$ cat src/verilog/pmt_map.svh
// constants for the MAC-facing pin logic of the PHY
`ifndef PMT_MAP_SVH
`define PMT_MAP_SVH

// system clock rate
`define PMT_CLK_KHZ 100000
// transmit clock rates for 100 Mb/s and 10 Mb/s
`define PMT_TXCLK_FAST_KHZ 25000
`define PMT_TXCLK_SLOW_KHZ 2500
// half periods of the transmit clock in system cycles
`define PMT_HALF_FAST (`PMT_CLK_KHZ / (2 * `PMT_TXCLK_FAST_KHZ))
`define PMT_HALF_SLOW (`PMT_CLK_KHZ / (2 * `PMT_TXCLK_SLOW_KHZ))
// least low time of the reset pin, rounded up to cycles
`define PMT_RST_MIN_US 25
`define PMT_RST_CYC ((`PMT_RST_MIN_US * `PMT_CLK_KHZ + 999) / 1000)
// half period of the activity blink
`define PMT_BLINK_MS 20
`define PMT_BLINK_CYC (`PMT_BLINK_MS * `PMT_CLK_KHZ)
// transmit data path
`define PMT_MII_W 4
`define PMT_RMII_W 2
`define PMT_FIFO_WIDTH 5
`define PMT_FIFO_DEPTH 32

`endif

$ cat src/verilog/pmt_pkg.sv
// types shared by the MAC-facing pin logic
package pmt_pkg;

    // function of the shared interrupt / power-down pin
    typedef enum logic {
        PMT_PIN_PWDN,
        PMT_PIN_INT
    } pmt_int_fn_t;

    // MAC interface flavour, taken from the strap
    typedef enum logic {
        PMT_IF_MII,
        PMT_IF_RMII
    } pmt_if_t;

endpackage

$ cat src/verilog/pmt_phy_pins.sv
// MAC-facing transmit, status, LED, interrupt and reset pins of the PHY
`timescale 1ns/1ps
`default_nettype none
`include "pmt_map.svh"

// Summary of operation
// - After reset the shared pin is a power-down input and becomes an interrupt output only when configured.
// - In power-down function a low level on the shared pin puts the device into power-down.
// - In interrupt function the pin is pulled low open-drain on an interrupt condition and left to the pull-up otherwise.
// - In MII mode the transmit clock runs at 25 MHz for 100 Mb/s and 2.5 MHz for 10 Mb/s.
// - The MII transmit clock is divided from the system clock with no tie to the reference clock and is unused in RMII mode.
// - Transmit enable is sampled on rising clock edges and data, four bits MII or two bits RMII, is valid only while it is high.
// - In MII full duplex the collision output is always low.
// - In MII half duplex collision is high only while both transmit and receive media are busy, and unused in RMII.
// - In MII mode carrier sense is high while either medium is busy, and unused in RMII.
// - The link/activity LED is on while the link is good and blinks while transmit or receive is active.
// - The transmit-error/speed-LED pin defaults to transmit error and a configuration bit turns it into the speed LED.
// - As speed LED the pin is on for a 100 Mb/s link and off for 10 Mb/s or no link.
// - The reset pin must be held low at least 25 us to start a device reset.
// - Each reset re-samples the straps and returns every configuration bit to its default.
module pmt_phy_pins #(
    parameter int BLINK_CYCLES = `PMT_BLINK_CYC,
    parameter int FIFO_DEPTH   = `PMT_FIFO_DEPTH
) (
    input  wire logic                       clk,
    input  wire logic                       rst_n,
    input  wire logic                       resetPinN,
    input  wire logic                       strapRmii,
    input  wire logic                       refClkPin,
    input  wire logic                       txEnPin,
    input  wire logic [`PMT_MII_W-1:0]      txDataPin,
    input  wire logic                       txErLedIn,
    output logic                            txErLedOut,
    output logic                            txErLedOe,
    input  wire logic                       intPinIn,
    output logic                            intPinOut,
    output logic                            intPinOe,
    output logic                            txClkOut,
    output logic                            colOut,
    output logic                            crsOut,
    output logic                            link_activity_led,
    output logic                            powerDown,
    output logic                            rmiiMode,
    output logic                            txOverflow,
    input  wire logic                       cfgWe,
    input  wire logic                       cfgIntMode,
    input  wire logic                       cfgSpeedLed,
    input  wire logic                       linkUp,
    input  wire logic                       link100,
    input  wire logic                       fullDuplex,
    input  wire logic                       rxActive,
    input  wire logic                       intEvent,
    output logic                            txOutValid,
    output logic [`PMT_FIFO_WIDTH-1:0]      txOutData,
    input  wire logic                       txOutReady
);
    localparam int BW = $clog2(BLINK_CYCLES + 1);
    localparam logic [11:0] RST_CYC   = 12'(`PMT_RST_CYC);
    localparam logic [4:0]  HALF_FAST = 5'(`PMT_HALF_FAST);
    localparam logic [4:0]  HALF_SLOW = 5'(`PMT_HALF_SLOW);
    localparam logic [BW-1:0] BLINK_LAST = BW'(BLINK_CYCLES - 1);

    ////////////////////////////////////////////////////////////////////
    // elaboration check
    if (BLINK_CYCLES < 2 || `PMT_RST_CYC > 4095) begin : g_chk
        $error("pmt_phy_pins: blink count or reset count out of range");
    end

    typedef struct packed {
        logic [1:0]                rstPin;    // [0] first stage only
        logic [1:0]                intPin;
        logic [1:0]                refPin;
        logic [1:0]                enPin;
        logic [1:0]                erPin;
        logic [1:0]                strap;
        logic [1:0][3:0]           dataPin;
        logic                      refPrev;
        logic [11:0]               rstCnt;
        logic                      strapDone;
        pmt_pkg::pmt_if_t          ifMode;
        pmt_pkg::pmt_int_fn_t      intFn;
        logic                      speedLedEn;
        logic [4:0]                phase;
        logic                      txClk;
        logic                      txEnS;
        logic                      wrValid;
        logic [`PMT_FIFO_WIDTH-1:0] wrData;
        logic                      ovf;
        logic [BW-1:0]             blinkCnt;
        logic                      ledLink;
        logic                      col;
        logic                      crs;
        logic                      spdOut;
        logic                      spdOe;
        logic                      intOe;
        logic                      pwdn;
    } pmt_st_t;

    pmt_st_t s_q;
    pmt_st_t s_d;
    logic    pinReset;
    logic    coreRstN;
    logic    fifoInReady;
    logic    isMii;
    logic    txEvent;
    logic    fastMii;

    ////////////////////////////////////////////////////////////////////
    // reset pin held long enough acts as a full device reset
    assign pinReset = (s_q.rstCnt == RST_CYC);
    assign coreRstN = rst_n && !pinReset;
    assign isMii    = (s_q.ifMode == pmt_pkg::PMT_IF_MII);
    assign fastMii  = isMii && link100 && !s_q.pwdn;

    // data path sample point: own clock rise in MII, reference rise in RMII
    assign txEvent = isMii
        ? (!s_q.txClk && s_q.phase >= (link100 ? HALF_FAST : HALF_SLOW)
           - 5'h1 && !s_q.pwdn)
        : (s_q.refPin[1] && !s_q.refPrev);

    ////////////////////////////////////////////////////////////////////
    // next state
    always_comb begin
        s_d = s_q;
        // pin synchronisers
        s_d.rstPin  = {s_q.rstPin[0], resetPinN};
        s_d.intPin  = {s_q.intPin[0], intPinIn};
        s_d.refPin  = {s_q.refPin[0], refClkPin};
        s_d.enPin   = {s_q.enPin[0], txEnPin};
        s_d.erPin   = {s_q.erPin[0], txErLedIn};
        s_d.strap   = {s_q.strap[0], strapRmii};
        s_d.dataPin = {s_q.dataPin[0], txDataPin};
        s_d.refPrev = s_q.refPin[1];

        // low time of the reset pin, saturating at the trip count
        if (!s_q.rstPin[1]) begin
            s_d.rstCnt = pinReset ? s_q.rstCnt : s_q.rstCnt + 12'h1;
        end else begin
            s_d.rstCnt = 12'h0;
        end

        // strap re-scan on the first cycle out of reset
        if (!s_q.strapDone) begin
            s_d.strapDone = 1'b1;
            s_d.ifMode = s_q.strap[1] ? pmt_pkg::PMT_IF_RMII
                                      : pmt_pkg::PMT_IF_MII;
        end

        // configuration writes steer the shared pins
        if (cfgWe) begin
            s_d.intFn = cfgIntMode ? pmt_pkg::PMT_PIN_INT
                                   : pmt_pkg::PMT_PIN_PWDN;
            s_d.speedLedEn = cfgSpeedLed;
        end

        // power-down input and open-drain interrupt output
        s_d.pwdn  = (s_q.intFn == pmt_pkg::PMT_PIN_PWDN)
                    && !s_q.intPin[1];
        s_d.intOe = (s_q.intFn == pmt_pkg::PMT_PIN_INT)
                    && intEvent;

        // divider runs from reset in MII; RMII and power-down hold it at phase zero with the clock low
        if (!isMii || s_q.pwdn) begin
            s_d.phase = 5'h0;
            s_d.txClk = 1'b0;
        end else if (s_q.phase >= (link100 ? HALF_FAST : HALF_SLOW)
                     - 5'h1) begin
            s_d.phase = 5'h0;
            s_d.txClk = !s_q.txClk;
        end else begin
            s_d.phase = s_q.phase + 5'h1;
        end

        // transmit enable and data capture into the FIFO
        s_d.wrValid = 1'b0;
        if (txEvent) begin
            s_d.txEnS = s_q.enPin[1];
            if (s_q.enPin[1]) begin
                s_d.wrData = {s_q.erPin[1] && !s_q.speedLedEn,
                              isMii ? s_q.dataPin[1]
                                    : {2'b00, s_q.dataPin[1][1:0]}};
                if (fifoInReady) begin
                    s_d.wrValid = 1'b1;
                end else begin
                    s_d.ovf = 1'b1;
                end
            end
        end

        // collision and carrier sense
        s_d.col = isMii && !fullDuplex && s_q.txEnS && rxActive;
        s_d.crs = isMii && (s_q.txEnS || rxActive);

        // link LED: solid on link, blinking while traffic runs
        if (!linkUp) begin
            s_d.ledLink  = 1'b0;
            s_d.blinkCnt = '0;
        end else if (s_q.txEnS || rxActive) begin
            if (s_q.blinkCnt == BLINK_LAST) begin
                s_d.blinkCnt = '0;
                s_d.ledLink  = !s_q.ledLink;
            end else begin
                s_d.blinkCnt = s_q.blinkCnt + 1'b1;
            end
        end else begin
            s_d.ledLink  = 1'b1;
            s_d.blinkCnt = '0;
        end

        // shared error / speed LED pin
        s_d.spdOe  = s_q.speedLedEn;
        s_d.spdOut = s_q.speedLedEn && linkUp && link100;
    end

    ////////////////////////////////////////////////////////////////////
    // state register; pin reset keeps the synchronisers and its counter
    always_ff @(posedge clk) begin
        if (!rst_n) begin
            s_q <= '0;
            s_q.rstPin <= 2'h3;
            s_q.intPin <= 2'h3;
            s_q.strap  <= s_d.strap;
        end else if (pinReset) begin
            s_q <= '0;
            s_q.rstPin  <= s_d.rstPin;
            s_q.intPin  <= s_d.intPin;
            s_q.refPin  <= s_d.refPin;
            s_q.enPin   <= s_d.enPin;
            s_q.erPin   <= s_d.erPin;
            s_q.strap   <= s_d.strap;
            s_q.dataPin <= s_d.dataPin;
            s_q.rstCnt  <= s_d.rstCnt;
        end else begin
            s_q <= s_d;
        end
    end

    ////////////////////////////////////////////////////////////////////
    // transmit data FIFO
    pmt_fifo #(
        .WIDTH (`PMT_FIFO_WIDTH),
        .DEPTH (FIFO_DEPTH)
    ) u_fifo (
        .clk      (clk),
        .rst_n    (coreRstN),
        .inValid  (s_q.wrValid),
        .inData   (s_q.wrData),
        .inReady  (fifoInReady),
        .outValid (txOutValid),
        .outData  (txOutData),
        .outReady (txOutReady)
    );

    // outputs
    assign txClkOut          = s_q.txClk;
    assign colOut            = s_q.col;
    assign crsOut            = s_q.crs;
    assign link_activity_led = s_q.ledLink;
    assign powerDown         = s_q.pwdn;
    assign rmiiMode          = (s_q.ifMode == pmt_pkg::PMT_IF_RMII);
    assign txOverflow        = s_q.ovf;
    assign txErLedOut        = s_q.spdOut;
    assign txErLedOe         = s_q.spdOe;
    assign intPinOut         = 1'b0;
    assign intPinOe          = s_q.intOe;

    ////////////////////////////////////////////////////////////////////
    // checks
    a_col_fdx_low: assert property (
        @(posedge clk) disable iff (!rst_n)
        fullDuplex ##1 fullDuplex |-> !colOut)
        else $error("collision high in full duplex");

    a_col_half: assert property (
        @(posedge clk) disable iff (!coreRstN)
        ##1 colOut |-> $past(rxActive) && !$past(fullDuplex)
            && !rmiiMode)
        else $error("collision without both media busy");

    a_crs_follow: assert property (
        @(posedge clk) disable iff (!coreRstN)
        (isMii && rxActive) |=> crsOut)
        else $error("carrier sense missed receive activity");

    a_int_drive: assert property (
        @(posedge clk) disable iff (!coreRstN)
        (s_q.intFn == pmt_pkg::PMT_PIN_INT && intEvent) |=> intPinOe)
        else $error("interrupt pin not pulled low");

    a_pwdn_entry: assert property (
        @(posedge clk) disable iff (!coreRstN)
        (s_q.intFn == pmt_pkg::PMT_PIN_PWDN && !cfgWe) [*2]
        ##1 !s_q.intPin[1] |=> powerDown)
        else $error("power-down not entered");

    a_reset_default: assert property (
        @(posedge clk) disable iff (!rst_n)
        pinReset |=> !intPinOe && !txErLedOe
            && s_q.intFn == pmt_pkg::PMT_PIN_PWDN)
        else $error("defaults not restored by reset");

    a_spd_led: assert property (
        @(posedge clk) disable iff (!coreRstN)
        (s_q.speedLedEn && !cfgWe) ##1 !(linkUp && link100)
        |=> !txErLedOut)
        else $error("speed LED on without 100M link");

    a_txclk_fast: assert property (
        @(posedge clk) disable iff (!coreRstN)
        $rose(txClkOut) && fastMii ##1 fastMii |=> $fell(txClkOut))
        else $error("fast transmit clock half period wrong");

    a_tx_capture: assert property (
        @(posedge clk) disable iff (!coreRstN)
        txEvent && s_q.enPin[1] && fifoInReady |=> s_q.wrValid
            ##1 !s_q.wrValid || txEvent)
        else $error("enabled transmit data not captured");

endmodule
`default_nettype wire

$ cat src/verilog/pmt_fifo.sv
// transmit data FIFO with valid/ready on both sides
`timescale 1ns/1ps
`default_nettype none
`include "pmt_map.svh"

module pmt_fifo #(
    parameter int WIDTH = `PMT_FIFO_WIDTH,
    parameter int DEPTH = `PMT_FIFO_DEPTH
) (
    input  wire logic             clk,
    input  wire logic             rst_n,
    input  wire logic             inValid,
    input  wire logic [WIDTH-1:0] inData,
    output logic                  inReady,
    output logic                  outValid,
    output logic      [WIDTH-1:0] outData,
    input  wire logic             outReady
);
    localparam int AW = $clog2(DEPTH);

    ////////////////////////////////////////////////////////////////////
    // elaboration check
    if (DEPTH < 2 || (1 << AW) != DEPTH || WIDTH < 1) begin : g_chk
        $error("pmt_fifo: DEPTH must be a power of two and WIDTH >= 1");
    end

    typedef struct packed {
        logic [DEPTH-1:0][WIDTH-1:0] mem;
        logic [AW-1:0]               wrPtr;
        logic [AW-1:0]               rdPtr;
        logic [AW:0]                 count;
        logic                        valid;
        logic [WIDTH-1:0]            head;
    } pmt_fifo_st_t;

    pmt_fifo_st_t s_q;
    pmt_fifo_st_t s_d;
    logic         doWr;
    logic         doRd;

    ////////////////////////////////////////////////////////////////////
    // handshake terms and outputs
    assign inReady  = (s_q.count != (AW+1)'(DEPTH));
    assign outValid = s_q.valid;
    assign outData  = s_q.head;
    assign doWr     = inValid && inReady;
    assign doRd     = outValid && outReady;

    // next state
    always_comb begin
        s_d = s_q;
        if (doWr) begin
            s_d.mem[s_q.wrPtr] = inData;
            s_d.wrPtr          = s_q.wrPtr + 1'b1;
        end
        if (doRd) begin
            s_d.rdPtr = s_q.rdPtr + 1'b1;
        end
        case ({doWr, doRd})
            2'b10:   s_d.count = s_q.count + 1'b1;
            2'b01:   s_d.count = s_q.count - 1'b1;
            default: s_d.count = s_q.count;
        endcase
        // head word and flag registered so the outputs leave a flop
        s_d.head  = s_d.mem[s_d.rdPtr];
        s_d.valid = (s_d.count != '0);
    end

    // state register
    always_ff @(posedge clk) begin
        if (!rst_n) begin
            s_q <= '0;
        end else begin
            s_q <= s_d;
        end
    end

endmodule
`default_nettype wire

$ cat config.mk
export PLATFORM = sky130hd
export DESIGN_NAME = pmt_phy_pins
export DESIGN_NICKNAME = d
export VERILOG_FILES = /design/src/verilog/pmt_pkg.sv /design/src/verilog/pmt_phy_pins.sv /design/src/verilog/pmt_fifo.sv
export VERILOG_INCLUDE_DIRS = /design/src /design/src/verilog
export SDC_FILE = /design/constraint.sdc
export NUM_CORES = 1
export LEC_CHECK = 0
export ABC_AREA = 1
export BUFFER_PORTS_ARGS = -buffer_cell sky130_fd_sc_hd__buf_2
export CAP_MARGIN = 20
export CORE_ASPECT_RATIO = 1.75
export CORE_MARGIN = 2
export CORE_UTILIZATION = 50
export CTS_CLUSTER_DIAMETER = 50
export DETAILED_ROUTE_END_ITERATION = 12
export GPL_ROUTABILITY_DRIVEN = 0
export HOLD_SLACK_MARGIN = 0.12
export PLACE_DENSITY = 0.7
export SETUP_SLACK_MARGIN = 0.05
export SLEW_MARGIN = 25
export SYNTH_ARGS = -nofsm -noshare
export SYNTH_HDL_FRONTEND = slang
export SYNTH_HIERARCHICAL = 1
export SYNTH_SLANG_ARGS = --single-unit
$ cat constraint.sdc
create_clock -name clk -period 3.9 [get_ports clk]
set_input_delay 0.78 -clock clk [delete_from_list [all_inputs] [get_ports clk]]
set_output_delay 0.78 -clock clk [all_outputs]
set_load 0.02 [all_outputs]
==> run summary, run 1 <==
After detailed placement, the design holds a cell count of 2394. Counting stages on the worst path, the most repeated cell is sky130_fd_sc_hd__nand2_1. The via count of the first global-routing pass came to 13.3k. The critical path in this run is classified as reg -> reg.

The post-cts sizing count came out at 0. The maximum achievable frequency came out at 0.358 GHz. The final hold violation count was 0. The endpoint of the lowest-slack register-to-register path is u_fifo/outData[0]. The Yosys step of the flow raised 6 warnings.

For this run the aggregate overflow at the end of global routing stands at 0. The clock reaches the later pin of the worst-skew pair after 550 ps. The final wirelength is 40800 µm. The setup clock skew after layout is 18.3 ps.

Along the worst path, the maximum fanout reaches 13. The source of the critical timing path is u_fifo/s_q[17]. The row count came out at 80. The arrival time at the worst endpoint came out at 3280 ps. The via count normalized by instance count came out at 5.79. The die height is 224 µm. Clock-pin slew was measured on the worst setup and hold paths at 70 ps.

For the pin with the worst max-slew slack, the measured transition is 1070 ps. The number of flops mapped to enable cells by yosys came out at 0. Synthesis handed over a netlist of 2094 instances.

The post-synthesis net count is 2128. The reg-to-reg critical path startpoint is u_fifo/s_q[17]. The register bit count reported by yosys is 261. The number of nets in the layout came out at 2086. The final-layout fill cell count came out at 2757. The number of buffers between clock root and the deepest sink came out at 3. The number of standard cells in the final layout excluding fillers is 2438. The full die area is 29000 µm².

The sequential element share of the synthesized area is 37.8%. The sequential power share is 37.8%. TritonCTS built the clock tree. The number of vias after detailed routing is 14.1k. In this run the register-to-register setup slack is 1110 ps. Combinational cells account for 28.4% of the total power. The number of diodes came out at 0. The count of buffers inserted at the top-level ports is 36. The largest individual stage delay along the critical path comes from the cell sky130_fd_sc_hd__ha_1.

The worst vdd rail ir drop is 0.000396 V. The fraction of final layout cells sized beyond drive strength 1 is 7.64%. The number of buffers and inverters on the critical path is 2. For the final routed database, the setup TNS stands at 0 ps. The kind of capture point of the worst setup path is a register. The clock group share of total power came out at 33.8%. Across every metal layer, demand over resource in global routing totals 27.9%. The wire length of the first global-routing pass came out at 65800 µm.

The I/O pin total is 38. Of the available clock period, the critical path in the final layout requires 71.7%. The startpoint of the lowest-slack hold path is s_d[68]. The number of buffers inserted by hold repair at cts is 0. In the routed design, unresolved DRC markers number 0. The buffer count from post-CTS setup fixing is 0. The worst setup path is launched from a register. The cell chosen for the clock root is sky130_fd_sc_hd__clkbuf_16. Setup repair after global routing left no endpoint under its margin. The maximum number of pins on one net before global-route repair came out at 147. The fraction of power spent switching nets came out at 34.3%. The proportion of netlist area held by the largest area contributor is 37.8%. Counting every sink on the clock net gives 261. The initial DRC count came out at 1435. Across all hold checks on the routed design, the worst slack comes to 337 ps. The worst path required time came out at 4390 ps. The routed wirelength normalized by instance count came out at 16.7 µm. The relative area change from synthesis to final layout is 7.32%.

The sum of internal, switching and leakage power came out at 7.40 mW. For this run, the detailed router's first-pass iteration total came to 8. In this run the power density over the cells is 499 nW/µm². For the worst flop-to-flop path, the logic depth is 14. The maximum level of the CTS H-tree is 1.

Among cell families on the critical path, the largest total delay comes from simple AND/OR/NAND/NOR gates. The worst hold path terminates at s_q[68]. After layout, the minimum clock period comes to 2790 ps.

The wire-length estimate of the detail-placed layout is 26700 µm. The number of distinct library cells after synthesis came out at 43. The mapped netlist covers 13800 µm².

The area of the core region came out at 27200 µm². The delay of the slowest critical-path stage is 500 ps. The total internal power came out at 4.86 mW.

The initial core utilization came out at 50.7%. The signal on the critical path passes through inv_1 > ha_1 > inv_1 > nor2_1 > nand2_1 > nand2_1 > nand2_1 > nand3_1 > nand3_1 > nand3_1 > nand3_1 > nand2_1 > nand2_1 > nand2_1. The fraction of synthesis flops using an asynchronous set or reset pin is 0%. The worst hold path was traced through 0 stages. The count of pins over their slew limit came out at 0. The path class of the tightest hold or removal check is reg -> reg. The mean area per synthesized cell came out at 6.60 µm². Headroom to the max-slew limit came out at 28.4%. The leakage power is 5.81 nW. The run finished with clean final reports. The most used flip-flop cell after synthesis is sky130_fd_sc_hd__dfxtp_1.

The final antenna-violating net count came out at 0. sky130_fd_sc_hd__dfxtp_1 takes more of the synthesized area than any other cell. The net load switching power came out at 2.54 mW. After synthesis, the cell types taking the most area are sky130_fd_sc_hd__dfxtp_1, sky130_fd_sc_hd__nand2_1, sky130_fd_sc_hd__nand3_1.

The width of the chip came out at 130 µm. The final setup violation count is 0. The number of antenna violations at the first check in global routing came out at 0. The CTS buffer count came out at 25. The max-capacitance violation count is 0.
area by class of cell:
| cell class | count | area [µm²] | area share, % |
|---|---|---|---|
| Clock buffer | 33 | 686 | 4.63 |
| Clock inverter | 11 | 130 | 0.878 |
| Inverter | 107 | 417 | 2.81 |
| Multi-Input combinational cell | 1600 | 7510 | 50.7 |
| Sequential cell | 261 | 5230 | 35.3 |
| Tap cell | 369 | 462 | 3.11 |
| Timing Repair Buffer | 57 | 388 | 2.62 |
per-layer routing:
| layer | vias up | part of all wire, % | wire [µm] | GRT usage [%] |
|---|---|---|---|---|
| met3 | 176 | 5.5 | 2240 | 2.91 |
| met4 | 0 | 6.7 | 2750 | 18.3 |
| met1 | 6527 | 37 | 14900 | 30.8 |
| li1 | 6831 | - | - | - |
| met5 | - | 0 | 0 | 0 |
| met2 | 591 | 51 | 20800 | 49.7 |
logic make-up after synthesis:
| logic type | after synthesis | share of synthesized area [%] |
|---|---|---|
| buffers and inverters | 233 | 7.92 |
| flip-flops | 261 | 37.8 |
| other | 1 | 0.0272 |
| XOR/XNOR | 25 | 1.64 |
| AND/OR/NAND/NOR | 1199 | 38.2 |
| AO/OA/AOI/OAI | 360 | 13.1 |
| multiplexers | 2 | 0.145 |
| adder cells (fa/ha/maj) | 13 | 1.18 |
registers in the layout, summed over array words and instances (netlist names), 5 cells and up:
signal          flops
s_d                12
u_fifo/s_q        176
s_q                57
u_fifo/outData      5
worst max-delay path by stage:
stage / cells after the start / to / slack (ps)
floorplan: 11 / u_fifo/outValid / 1680
global placement: 11 / u_fifo/outData[2] / 830
detailed placement: 11 / u_fifo/outData[0] / 840
CTS: 10 / u_fifo/s_q[27] / 1080
global route: 10 / u_fifo/s_q[40] / 930
finish: 14 / u_fifo/outData[0] / 1110
power by group through the flow:
stage               registers [mW]  clock network [mW]  logic [mW]
CTS                           2.80                2.54        2.06
global placement              2.86                   0        2.05
floorplan                     2.84                   0        1.45
detailed placement            2.86                   0        2.05
finish                        2.80                2.50        2.10
global route                  2.80                2.64        2.27
worst reg2reg max path: stages (launching register included):
cell and delay (ps):
sky130_fd_sc_hd__dfxtp_1 340, sky130_fd_sc_hd__inv_1 110, sky130_fd_sc_hd__ha_1 500, sky130_fd_sc_hd__inv_1 430, sky130_fd_sc_hd__nor2_1 390, sky130_fd_sc_hd__nand2_1 90, sky130_fd_sc_hd__nand2_1 70, sky130_fd_sc_hd__nand2_1 60
sky130_fd_sc_hd__nand3_1 140, sky130_fd_sc_hd__nand3_1 90, sky130_fd_sc_hd__nand3_1 100, sky130_fd_sc_hd__nand3_1 190, sky130_fd_sc_hd__nand2_1 120, sky130_fd_sc_hd__nand2_1 50, sky130_fd_sc_hd__nand2_1 70
metrics by stage:
step / util (%) / cell area (µm²) / worst slack [ps]
detailed placement: 51.4 / 14000 / 838
global placement: 51.4 / 14000 / 835
finish: 54.4 / 14800 / 1110
CTS: 54.4 / 14800 / 1080
global route: 54.4 / 14800 / 926
floorplan: - / 13800 / 1680
Yosys cell counts, types with 12 or more instances:
cell type / count
sky130_fd_sc_hd__nor2_1: 82
sky130_fd_sc_hd__o21ai_1: 60
sky130_fd_sc_hd__nand2_1: 689
sky130_fd_sc_hd__clkbuf_1: 66
sky130_fd_sc_hd__nor3_1: 18
sky130_fd_sc_hd__a21oi_1: 188
sky130_fd_sc_hd__nand2_2: 12
sky130_fd_sc_hd__xor2_1: 17
sky130_fd_sc_hd__nand3_1: 344
sky130_fd_sc_hd__buf_2: 30
sky130_fd_sc_hd__ha_1: 13
sky130_fd_sc_hd__inv_1: 97
sky130_fd_sc_hd__dfxtp_1: 261
sky130_fd_sc_hd__buf_6: 15
sky130_fd_sc_hd__o21ai_0: 109
placed cells by master (no fill, tap or decap), drive strengths merged, types with 3 or more instances in the layout:
cell / count
nor2: 97
o21ai: 169
ha: 13
inv: 106
nand3b: 4
nor3: 20
nand3: 356
buf: 57
nand2: 705
clkbuf: 33
a21oi: 188
dfxtp: 261
bufinv: 3
or2: 5
xnor2: 7
clkinv: 9
xor2: 18
nand4: 11
Note: power is estimated with default switching activity, not from simulation.
==> run 2, diff against run 1 <==
Settings changed: ABC_AREA 1 to 0, PLACE_DENSITY 0.7 to 0.73.
Clock period 3.9 ns to 2.4 ns, I/O delays scaled along.
==> run 2 against run 1 <==
The flow now finishes with violations (negative setup slack). Synthesized cell count shrank 25%. Final cell count decreased by 11%. Area after synthesis down 3.6%. Utilization rose by 11 points. Via count is 5.6% lower. Global-route usage is 2.7 points higher. Hold slack worse by 210 ps. Maximum frequency up 6.4%. Worst setup slack worse by 1300 ps. Critical path type unchanged. Largest cell class unchanged.
==> run summary, run 2 <==
Run status: finished with violations (was completed). The final reports fail on negative setup slack. The die height came out at 220 µm (was 224 µm).

The relative area change from synthesis to final layout came out at 29.5% (was 7.32%). The number of nets in the layout came out at 1857 (was 2086). The register with the most flip-flops is u_fifo/s_q (unchanged).

The count of synthesis-stage warnings from yosys is 6 (unchanged). The worst slack at placement came to -548 ps (was 838 ps). The register bit count reported by yosys was 261 (unchanged). Most area-consuming cells after synthesis: sky130_fd_sc_hd__dfxtp_1, sky130_fd_sc_hd__nand2_1, sky130_fd_sc_hd__mux2i_1 (was sky130_fd_sc_hd__dfxtp_1, sky130_fd_sc_hd__nand2_1, sky130_fd_sc_hd__nand3_1).

The most common cell in the netlist is sky130_fd_sc_hd__dfxtp_1 (was sky130_fd_sc_hd__nand2_1). The flip-flop count of the largest register after layout came out at 176 (unchanged). The number of antenna violations at the first check in global routing came out at 0 (unchanged). The proportion of netlist area held by the largest area contributor is 39.2% (was 37.8%).

The number of distinct library cells after synthesis came out at 100 (was 43). The startpoint-to-endpoint class of the critical path is reg -> reg (unchanged). The area taken by multi-input logic gates is 7910 µm² (was 7510 µm²). The row count was 79 (was 80).

The number of vias after detailed routing is 13.3k (was 14.1k). The simple-gate area share of the yosys netlist came out at 24.1% (was 38.2%). The full die area was 28000 µm² (was 29000 µm²). The final setup violation count is 7 (was 0). The leakage power is 6.15 nW (was 5.81 nW). The final wirelength was 43900 µm (was 40800 µm). The most used flip-flop cell after synthesis was sky130_fd_sc_hd__dfxtp_1 (unchanged). Commonest cells after routing, fill and taps aside: sky130_fd_sc_hd__dfxtp_1, sky130_fd_sc_hd__buf_4, sky130_fd_sc_hd__nand2_1 (was sky130_fd_sc_hd__nand2_1, sky130_fd_sc_hd__nand3_1, sky130_fd_sc_hd__dfxtp_1). The final core utilization is 65.3% (was 54.4%). The total congestion overflow came out at 0 (unchanged). The pin slew with the least headroom to its limit came out at 627 ps (was 1070 ps).

The post-place instance area was 15600 µm² (was 14000 µm²). The width of the chip was 127 µm (was 130 µm). The xor and xnor fraction of the mapped netlist area is 2.89% (was 1.64%). The maximum level of the CTS H-tree is 1 (unchanged). Unrepaired setup endpoints after global routing: true (was false). The post-route worst setup slack is -227 ps (was 1110 ps). The placed wire-length estimate came to 30700 µm (was 26700 µm). The DRC violation count after routing is 0 (unchanged).

The detailed-routed wire length on met3 is 3090 µm (was 2240 µm). List of most frequent post-synthesis cells: sky130_fd_sc_hd__dfxtp_1, sky130_fd_sc_hd__nand2_1, sky130_fd_sc_hd__nor2_1 (was sky130_fd_sc_hd__nand2_1, sky130_fd_sc_hd__nand3_1, sky130_fd_sc_hd__dfxtp_1). The area of the core region came out at 26400 µm² (was 27200 µm²). The post-synthesis instance area came to 13300 µm² (was 13800 µm²). The wire length of the first global-routing pass came out at 68400 µm (was 65800 µm).

The mean area per synthesized cell came out at 8.43 µm² (was 6.60 µm²). The max-capacitance violation count is 0 (unchanged). The final design area excluding fillers came out at 17200 µm² (was 14800 µm²). The arithmetic-cell share of the synthesized area counting full adders, half adders and majority gates is 1.22% (was 1.18%). The final period utilization is 109% (was 71.7%). The post-synthesis net count came out at 1613 (was 2128). The clock transition at the register clock pins on the worst setup and hold paths after CTS is 70 ps (about the same). The final hold violation count was 0 (unchanged).

The I/O pin total came out at 38 (unchanged). The instance count of the mapped netlist came out at 1579 (was 2094). The sum of internal, switching and leakage power is 9.42 mW (was 7.40 mW). The number of buffers between clock root and the deepest sink came to 3 (unchanged). The count of buffers inserted at the top-level ports is 36 (unchanged). The via count normalized by instance count came out at 6.15 (was 5.79).

The cell type with the highest aggregate area in the netlist is sky130_fd_sc_hd__dfxtp_1 (unchanged). The via count of the first global-routing pass was 13.2k (was 13.3k). The fraction of final layout cells sized beyond drive strength 1 is 26.2% (was 7.64%). The post-layout minimum cycle time is 2630 ps (was 2790 ps). The areal power density over the cells is 546 nW/µm² (was 499 nW/µm²). The fraction of synthesis flops using an asynchronous set or reset pin was 0% (unchanged). The initial core utilization came out at 50.4% (was 50.7%). The multiplexer share of the synthesized area was 5.86% (was 0.145%). The final-layout fill cell count is 2098 (was 2757). The setup clock skew after layout came out at 15.2 ps (was 18.3 ps). The top routing layer in use is met4 (unchanged). The dominant combinational cell family by area after synthesis is simple AND/OR/NAND/NOR gates (unchanged).

The highest fanout seen on the critical path is 4 (was 13). The area fraction in compound gates after synthesis is 22.1% (was 13.1%). The number of flops mapped to enable cells by yosys is 0 (unchanged). The sequential element share of the synthesized area is 39.2% (was 37.8%). The routed wirelength normalized by instance count is 20.3 µm (was 16.7 µm).

The worst hold-check path type is in -> reg (was reg -> reg). The combined flip-flop and latch cell area came out at 5240 µm² (was 5230 µm²). The worst vdd rail ir drop came out at 0.000627 V (was 0.000396 V).

The length of routed met2 wiring is 21700 µm (was 20800 µm). The initial DRC count was 1406 (was 1435). The arrival time at the worst endpoint is 3080 ps (was 3280 ps). The maximum achievable frequency is 0.381 GHz (was 0.358 GHz). The number of diodes was 0 (unchanged). The maximum number of pins on one net before global-route repair is 82 (was 147). The CTS tree was done (unchanged). The worst path required time is 2860 ps (was 4390 ps). The cell chosen for the clock root is sky130_fd_sc_hd__clkbuf_16 (unchanged). The final antenna-violating net count came out at 0 (unchanged).

The latest clock arrival within the worst-skew pair is 570 ps (was 550 ps). The CTS buffer count is 27 (was 25). The number of sinks handled by clock tree synthesis was 261 (unchanged). The kind of capture point of the worst setup path is a register (unchanged). The number of iterations in the first detailed-routing pass is 6 (was 8). The headroom to the max-slew limit is 58.1% (was 28.4%). The type of element launching the critical path was a register (unchanged). The sum of routed wire segments on met1 came out at 15100 µm (was 14900 µm). The overall global routing resource usage is 30.6% (was 27.9%). The count of pins over their slew limit is 0 (unchanged). The most common cell after layout, fill and taps aside is sky130_fd_sc_hd__dfxtp_1 (was sky130_fd_sc_hd__nand2_1).
[run 2: routing by layer]
metal	GRT usage (%)	up-vias
met5	0	-
met4	25.2	0
met3	6.53	276
met2	54.1	672
met1	30.5	6234
li1	-	6149
[run 2: through the flow]
stage                     TNS (ps)  hold WS, ps  instances
final                        -1180          128       2168
after global routing         -1760          127       2168
after global placement       -2400          314       2094
after detailed placement     -2650          317       2094
after floorplan               -405          310       1579
after CTS                     -902          124       2166
[run 2: cells by family after synthesis]
kind of cell | Yosys count
flops | 261
mux | 77
fa+ha+maj | 13
buf+inv | 130
simple gates | 640
other cells | 1
compound gates | 416
xor+xnor | 41
[run 2: path summary, 6_finish.rpt]
kind	from	endpoint	slack (ps)	depth (start not counted)
hold / removal	txEnPin	s_d[72]	130	2
hold reg to reg	s_d[68]	s_q[68]	330	0
setup / recovery	u_fifo/s_q[8]	u_fifo/outData[0]	-230	9
setup reg to reg	u_fifo/s_q[8]	u_fifo/outData[0]	-230	9
[run 2: power by group]
group,switching (mW),internal (mW),total [mW]
combinational,0.224,0.198,0.422
sequential,0.0206,4.37,4.39
clock,1.88,2.73,4.62
[run 2: layout make-up]
cell class | instances | share of cell area [%]
Clock inverter | 16 | 1.39
Clock buffer | 34 | 4.24
Inverter | 22 | 0.537
Timing Repair Buffer | 323 | 15.3
Multi-Input combinational cell | 1188 | 45.9
Sequential cell | 261 | 30.4
Tap cell | 324 | 2.35
[run 2: critical path, cell delays in order (launching register included)]
cell and delay, ps:
sky130_fd_sc_hd__dfxtp_2 340, sky130_fd_sc_hd__buf_6 120, sky130_fd_sc_hd__or3_4 410, sky130_fd_sc_hd__o21ai_4 240, sky130_fd_sc_hd__o21ai_2 110, sky130_fd_sc_hd__o22ai_2 180, sky130_fd_sc_hd__o32ai_1 110, sky130_fd_sc_hd__o21ai_1 120
sky130_fd_sc_hd__or4b_4 520, sky130_fd_sc_hd__a221o_1 370
[run 2: what timing repair did]
item,CTS,global route
pin swaps,25,15
buffers inserted,14,2
setup endpoints to repair,8,9
resized for setup,80,35
hold endpoints to repair,8,0
hold buffers,8,0
cloned,0,1
